## config.mk

```make
export PLATFORM = sky130hd
export DESIGN_NAME = wakeup_interrupt_dispatch
export DESIGN_NICKNAME = d
export VERILOG_FILES = /design/src/hdl/wakeup_irq_pkg.sv /design/src/hdl/wakeup_interrupt_dispatch.sv
export SDC_FILE = /design/constraint.sdc
export NUM_CORES = 1
export LEC_CHECK = 0
export BUFFER_PORTS_ARGS = -buffer_cell sky130_fd_sc_hd__buf_2
export CORE_ASPECT_RATIO = 1.4
export CORE_MARGIN = 5
export CORE_UTILIZATION = 57
export DETAILED_ROUTE_END_ITERATION = 10
export PLACE_DENSITY = 0.84
export SKIP_LAST_GASP = 1
export SLEW_MARGIN = 30
export SYNTH_ARGS = -nofsm -noshare
export SYNTH_HDL_FRONTEND = slang
export SYNTH_SLANG_ARGS = --single-unit
export TNS_END_PERCENT = 30
```

## constraint.sdc

```tcl
create_clock -name sys_clk -period 4.1 [get_ports sys_clk]
set_input_delay 1.025 -clock sys_clk [delete_from_list [all_inputs] [get_ports sys_clk]]
set_output_delay 1.025 -clock sys_clk [all_outputs]
set_load 0.005 [all_outputs]
```

## src/hdl/wakeup_irq_pkg.sv

```systemverilog
// Constants for the wake-up and interrupt dispatch block.
// Assumes one 200 MHz core clock and a plain byte register port.
package wakeup_irq_pkg;
	localparam int DW = 8;
	localparam int AW = 3;
	localparam int NSRC = 7;
	localparam logic [DW-1:0] RST_BYTE = 8'h00;
	// Register offsets
	localparam logic [AW-1:0] ADDR_IRQ_EN  = 3'h0;
	localparam logic [AW-1:0] ADDR_IRQ_FLG = 3'h1;
	localparam logic [AW-1:0] ADDR_WAKE    = 3'h2;
	localparam logic [AW-1:0] ADDR_LVD     = 3'h3;
	localparam logic [AW-1:0] ADDR_ADC     = 3'h4;
	localparam logic [AW-1:0] ADDR_STATUS  = 3'h5;
	// Enable and flag byte layout
	localparam int BIT_EXT  = 2;
	localparam int BIT_ADC  = 3;
	localparam int BIT_PWM1 = 4;
	localparam int BIT_CMP  = 7;
	// Wake control byte layout
	localparam int WBIT_CMP = 2;
	localparam int WBIT_ADC = 3;
	localparam int WBIT_WDT = 7;
	// Low-voltage byte layout
	localparam int LBIT_WAKE = 3;
	localparam int LBIT_IE   = 4;
	localparam int LBIT_FLAG = 5;
	// Converter control and status layout
	localparam int ABIT_RUN   = 0;
	localparam int SBIT_GIE   = 0;
	localparam int SBIT_SLEEP = 1;
	// Internal source order, also the priority order
	localparam int SRC_EXT  = 0;
	localparam int SRC_ADC  = 1;
	localparam int SRC_PWM1 = 2;
	localparam int SRC_CMP  = 5;
	localparam int SRC_LVD  = 6;
	// Program addresses
	localparam logic [DW-1:0] VEC_RESET = 8'h00;
	localparam logic [DW-1:0] VEC_EXT   = 8'h03;
	localparam logic [DW-1:0] VEC_ADC   = 8'h0C;
	localparam logic [DW-1:0] VEC_PWM1  = 8'h12;
	localparam logic [DW-1:0] VEC_PWM2  = 8'h15;
	localparam logic [DW-1:0] VEC_PWM3  = 8'h18;
	localparam logic [DW-1:0] VEC_LVD   = 8'h1B;
	typedef enum logic {
		MODE_RUN   = 1'b0,
		MODE_SLEEP = 1'b1
	} mode_e;
endpackage : wakeup_irq_pkg

```

## src/hdl/wakeup_interrupt_dispatch.sv

```systemverilog
// Wake-up and interrupt dispatch for an 8-bit core.
// Assumes same-clock event pulses from peripherals and the core,
// and raw asynchronous pin, comparator and detector levels.
`timescale 1ns/1ps

module wakeup_interrupt_dispatch
	import wakeup_irq_pkg::*;
(
	input  wire logic          sys_clk,
	input  wire logic          resetn,
	input  wire logic [AW-1:0] addr,
	input  wire logic [DW-1:0] wr_data,
	input  wire logic          wr_en,
	input  wire logic          rd_en,
	output logic      [DW-1:0] rd_data,
	input  wire logic          ext_pin,
	input  wire logic          cmp_out,
	input  wire logic          low_volt_detect,
	input  wire logic          adc_done,
	input  wire logic [2:0]    pwm_match,
	input  wire logic          wdt_timeout,
	input  wire logic          sleep_req,
	input  wire logic          global_irq_enable_instr,
	input  wire logic          global_irq_disable_instr,
	input  wire logic          irq_ack,
	output logic               irq_req,
	output logic      [DW-1:0] irq_vector,
	output logic               wake_pulse,
	output logic               asleep,
	output logic               osc_run,
	output logic               adc_running,
	output logic               wdt_reset
);

	typedef struct packed {
		mode_e           mode;
		logic            gie;
		logic [NSRC-1:0] en;
		logic [NSRC-1:0] flag;
		logic            cmp_wake;
		logic            adc_wake;
		logic            lvd_wake;
		logic            wdt_en;
		logic            adc_run;
		logic [2:0]      ext_s;
		logic [2:0]      cmp_s;
		logic [2:0]      lvd_s;
		logic            irq_req;
		logic [DW-1:0]   vec;
		logic            wake;
		logic            osc;
		logic            wdt_rst;
		logic [DW-1:0]   rd;
	} state_s;

	state_s          state_reg;
	state_s          state_next;
	logic [NSRC-1:0] ev;
	logic [NSRC-1:0] pend;
	logic [NSRC-1:0] wakeable;
	logic            wake_ev;

	// Byte enable/flag layout to internal source order
	function automatic logic [NSRC-1:0] to_src(
		input logic [DW-1:0] b,
		input logic          lvd
	);
		to_src = {lvd, b[BIT_CMP], b[BIT_PWM1+:3], b[BIT_ADC],
			b[BIT_EXT]};
	endfunction : to_src

	function automatic logic [DW-1:0] to_byte(
		input logic [NSRC-1:0] s
	);
		to_byte = RST_BYTE;
		to_byte[BIT_EXT] = s[SRC_EXT];
		to_byte[BIT_ADC] = s[SRC_ADC];
		to_byte[BIT_PWM1+:3] = s[SRC_PWM1+:3];
		to_byte[BIT_CMP] = s[SRC_CMP];
	endfunction : to_byte

	// Lowest index wins; comparator shares the first PWM address
	function automatic logic [DW-1:0] pick_vec(
		input logic [NSRC-1:0] p
	);
		if (p[SRC_EXT])
			pick_vec = VEC_EXT;
		else if (p[SRC_ADC])
			pick_vec = VEC_ADC;
		else if (p[SRC_PWM1])
			pick_vec = VEC_PWM1;
		else if (p[SRC_PWM1+1])
			pick_vec = VEC_PWM2;
		else if (p[SRC_PWM1+2])
			pick_vec = VEC_PWM3;
		else if (p[SRC_CMP])
			pick_vec = VEC_PWM1;
		else
			pick_vec = VEC_LVD;
	endfunction : pick_vec

	always_comb begin
		state_next = state_reg;
		// Only stage two and three of each synchroniser are read
		state_next.ext_s = {state_reg.ext_s[1:0], ext_pin};
		state_next.cmp_s = {state_reg.cmp_s[1:0], cmp_out};
		state_next.lvd_s = {state_reg.lvd_s[1:0], low_volt_detect};

		ev = '0;
		// Pin interrupt is not a sleep source; falling edge
		ev[SRC_EXT] = state_reg.ext_s[2] & ~state_reg.ext_s[1]
			& (state_reg.mode == MODE_RUN);
		// Done only counts while the converter is running
		ev[SRC_ADC] = adc_done & state_reg.adc_run;
		// Timers are stopped in sleep, so matches are dropped
		ev[SRC_PWM1+:3] = pwm_match
			& {3{state_reg.mode == MODE_RUN}};
		ev[SRC_CMP] = state_reg.cmp_s[2] ^ state_reg.cmp_s[1];
		ev[SRC_LVD] = ~state_reg.lvd_s[2] & state_reg.lvd_s[1];

		wakeable = '0;
		wakeable[SRC_ADC] = state_reg.adc_wake;
		wakeable[SRC_CMP] = state_reg.cmp_wake;
		wakeable[SRC_LVD] = state_reg.lvd_wake;
		// Wake only through a wake enable
		wake_ev = (state_reg.mode == MODE_SLEEP)
			& (|(ev & wakeable));

		// Register writes
		if (wr_en) begin
			case (addr)
				ADDR_IRQ_EN: begin
					state_next.en = to_src(wr_data, state_reg.en[SRC_LVD]);
				end
				ADDR_IRQ_FLG: begin
					// Writing 0 clears a flag, writing 1 keeps it
					state_next.flag = state_reg.flag
						& to_src(wr_data, 1'b1);
				end
				ADDR_WAKE: begin
					state_next.cmp_wake = wr_data[WBIT_CMP];
					state_next.adc_wake = wr_data[WBIT_ADC];
					state_next.wdt_en = wr_data[WBIT_WDT];
				end
				ADDR_LVD: begin
					state_next.lvd_wake = wr_data[LBIT_WAKE];
					state_next.en[SRC_LVD] = wr_data[LBIT_IE];
					state_next.flag[SRC_LVD] = state_reg.flag[SRC_LVD]
						& wr_data[LBIT_FLAG];
				end
				ADDR_ADC: begin
					state_next.adc_run = wr_data[ABIT_RUN];
				end
				default: begin
				end
			endcase
		end

		// Enabled events set flags; set beats a same-cycle clear
		state_next.flag = state_next.flag | (ev & state_reg.en);

		if (ev[SRC_ADC])
			state_next.adc_run = 1'b0;

		// Sleep entry: converter without wake enable is stopped
		if (sleep_req && state_reg.mode == MODE_RUN) begin
			state_next.mode = MODE_SLEEP;
			if (!state_reg.adc_wake && state_reg.adc_run) begin
				state_next.adc_run = 1'b0;
				if (state_reg.en[SRC_ADC])
					state_next.flag[SRC_ADC] = 1'b1;
			end
		end

		state_next.wake = wake_ev;
		if (wake_ev)
			state_next.mode = MODE_RUN;

		if (global_irq_enable_instr)
			state_next.gie = 1'b1;
		if (global_irq_disable_instr)
			state_next.gie = 1'b0;

		if (irq_ack)
			state_next.irq_req = 1'b0;

		// Dispatch only once awake, so a wake-up resumes the
		// instruction stream unless the global enable is on
		pend = state_reg.flag & state_reg.en;
		if (!state_reg.irq_req && state_reg.gie
				&& state_reg.mode == MODE_RUN && |pend) begin
			state_next.irq_req = 1'b1;
			state_next.vec = pick_vec(pend);
			state_next.gie = 1'b0;
		end

		// Watchdog overrides mode, request, vector and global enable; if asleep, wake pulses in the same cycle as the reset
		state_next.wdt_rst = 1'b0;
		if (wdt_timeout && state_reg.wdt_en) begin
			state_next.wdt_rst = 1'b1;
			state_next.wake = state_reg.mode == MODE_SLEEP;
			state_next.mode = MODE_RUN;
			state_next.irq_req = 1'b0;
			state_next.vec = VEC_RESET;
			state_next.gie = 1'b0;
		end

		// Clocks stop in sleep unless a waking conversion runs
		state_next.osc = (state_next.mode == MODE_RUN)
			| (state_next.adc_wake & state_next.adc_run);

		state_next.rd = RST_BYTE;
		if (rd_en) begin
			case (addr)
				ADDR_IRQ_EN:
					state_next.rd = to_byte(state_reg.en);
				ADDR_IRQ_FLG:
					state_next.rd = to_byte(state_reg.flag);
				ADDR_WAKE: begin
					state_next.rd[WBIT_CMP] = state_reg.cmp_wake;
					state_next.rd[WBIT_ADC] = state_reg.adc_wake;
					state_next.rd[WBIT_WDT] = state_reg.wdt_en;
				end
				ADDR_LVD: begin
					state_next.rd[LBIT_WAKE] = state_reg.lvd_wake;
					state_next.rd[LBIT_IE] = state_reg.en[SRC_LVD];
					state_next.rd[LBIT_FLAG] = state_reg.flag[SRC_LVD];
				end
				ADDR_ADC:
					state_next.rd[ABIT_RUN] = state_reg.adc_run;
				ADDR_STATUS: begin
					state_next.rd[SBIT_GIE] = state_reg.gie;
					state_next.rd[SBIT_SLEEP] =
						state_reg.mode == MODE_SLEEP;
				end
				default: begin
				end
			endcase
		end
	end

	always_ff @(posedge sys_clk or negedge resetn) begin
		if (!resetn) begin
			state_reg <= '0;
		end else begin
			state_reg <= state_next;
		end
	end

	assign rd_data     = state_reg.rd;
	assign irq_req     = state_reg.irq_req;
	assign irq_vector  = state_reg.vec;
	assign wake_pulse  = state_reg.wake;
	assign asleep      = state_reg.mode == MODE_SLEEP;
	assign osc_run     = state_reg.osc;
	assign adc_running = state_reg.adc_run;
	assign wdt_reset   = state_reg.wdt_rst;
endmodule : wakeup_interrupt_dispatch

```

==> metrics.txt <==
TritonCTS clock tree=yes; Syn Area/Cell=around 12 µm²; pin count of the biggest net entering global routing=48; Post-synth ARST share=1.00; clock sink count=47; Core Region=about 3600 µm²; layout cells sized above 1=0.321; Setup crit end kind=flip-flop; CTS max path bufs=2; I/O Pins=49; commonest non-fill, non-tap cell in the layout=dfrtp_1; critical path type=input pin to flip-flop; min-delay src=state_next[21]; GRT Total Usage=0.190; RSZ-0062 raised after global routing=no; Worst-Skew Late Latency=around 0.30 ns; Die Ht=81.7 µm; register bit count reported by yosys=47; Syn Inst Count=approximately 180; P_int=about 0.87 mW; Net Sw Frac=0.305; die area=approximately 5000 µm²; Reg2Reg Launch Point=asleep; P_sw=0.383 mW; HP Class=flip-flop to flip-flop; Register-to-Register Path Depth=4; Layout area overhead=11.6%; ys flop type=dfrtp_1; routed via count=between 1000 and 1500; register share of total power=0.521; Worst Setup SP=addr[1]; Fmax=0.457 GHz; number of CTS-inserted buffers=5; Initial DRC Count=50; fin. max-slew vios=0; Clock power frac=0.238; status=completed; FF-to-FF End=irq_vector[0]; WL/cell=15.9 µm; footprint of the multi-input gates=slightly below 800 µm²; Initial Util=0.580; Gates resized, CTS repair=0; pwr dens=approximately 540 nW/µm²; total power=1.25 mW; initial antenna violation count=0; Post-CTS Hold Buffers=0; design area=2340 µm²; final worst setup slack=approximately 1.9 ns; Post-Route WL=4.05 mm; Tightest Pin Transition=0.574 ns; max FFs per register=22; WHS Path Cells=0; Warnings, synthesis=0; vias in the first global route=~1400; total leakage power=1.14 nW; maxcap violations=0; VDD IR max=0.000411 V; post-route ant nets=0; drt drc=0; Yosys top cell area share=0.562; Worst EP required=4.29 ns; crit-path max FO=13; placed instance area=about 2200 µm²; final setup fails=0; Ant. Diodes=0; fillers=between 200 and 300; logic gate share of total power=0.241; Remaining Overflow, GRT=0; sequential area share after synthesis=0.562; skew final=roughly 0.0041 ns; number of synthesized flops with an enable pin=0; post-synth cell types=40; Place WS=~1.6 ns; Final HPWL DP=just over 3 mm; final hold violations=0; DR pass1 iterations=4; Worst slew margin=0.617; leading post-synthesis cells by cell area=dfrtp_1, buf_4, mux2_2, o21ai_0, mux2i_1; CP Launch Type=input pin; fin crit period=approximately 2.2 ns; setup TNS=0 ns; most frequent cells in the layout=dfrtp_1, buf_2, nand2_1, o21ai_0; first-pass GRT wire length=approximately 6.8 mm; r2r setup slk=about 2.5 ns; CTS root buffer=clkbuf_8; Placer Congestion=just under 0.9; dominant cell type by area after synthesis=dfrtp_1; WHS Endpoint=state_next[22]; post-synth design cell area=2090 µm²; register area=1180 µm²; fin crit share=0.534; Clock Pin Slew Worst Setup and Hold Paths=roughly 0.080 ns; Arr. time, crit path=2.38 ns; via/cell ratio=around 5.7; H-tree depth=2; # rows=26; port buffer count=44; Post-CTS Setup Bufs=0; Final nets=238; Die W=between 60 and 70 µm
[power by group through the flow]
stage	combinational (mW)	sequential [mW]	clock [mW]
finish	0.303	0.654	0.298
global route	0.344	0.667	0.328
CTS	0.306	0.652	0.311
detailed placement	0.303	0.662	0
global placement	0.292	0.657	0
floorplan	0.243	0.629	0
[per-layer routing]
metal  routed length (µm)  part of all wire  track usage
met5                    0                 0            0
met4                   81             0.020       0.0846
met3                  237             0.059       0.0550
met2                 2140              0.53        0.319
met1                 1590              0.39        0.220
[area by class of cell]
class                      count  share of cell area
inverter                       1             0.00161
timing repair buffer          44              0.0952
clock buffer                   8              0.0428
sequential                    47               0.503
tap                           42              0.0225
multi-input combinational    112               0.335
[how the worst max path moves through the flow]
stage	depth (start not counted)	to
2_1_floorplan	4	osc_run
3_3_place_gp	4	state_reg[43]
3_5_place_dp	5	osc_run
4_1_cts	5	osc_run
5_1_grt	4	state_reg[41]
6_report	5	osc_run
[cell usage after synthesis, drive strengths merged, types with 2 or more instances]
cell type and instances:
mux2i 7, o21ai 15, nand2b 3, a21bo 2, mux2 11, nor2 11
a22o 2, nor3b 2, a21oi 6, a22oi 3, a32o 3, dfrtp 47
buf 19, and3 2, nor2b 5, nand2 17, a31oi 3, and3b 2
[cell families after synthesis]
logic type | Yosys count | share of synthesized area
AND/OR/NAND/NOR | 49 | 0.130
flip-flops | 47 | 0.562
AO/OA/AOI/OAI | 40 | 0.127
buffers and inverters | 21 | 0.0681
multiplexers | 19 | 0.107
XOR/XNOR | 1 | 0.00418
other | 1 | 0.00179
[metrics by stage]
stage,hold WS [ns],utilization,std cells
after floorplan,0.331,-,180
after global placement,0.333,0.619,246
after detailed placement,0.336,0.619,246
after CTS,0.355,0.647,254
after global routing,0.367,0.648,254
final,0.350,0.648,254
[critical path: stages]
cell and delay, ns:
buf_2 0.21, nor2b_1 0.26, and3b_4 0.26, mux2_4 0.31, a221o_1 0.32
(Power assumes the default switching activity.)
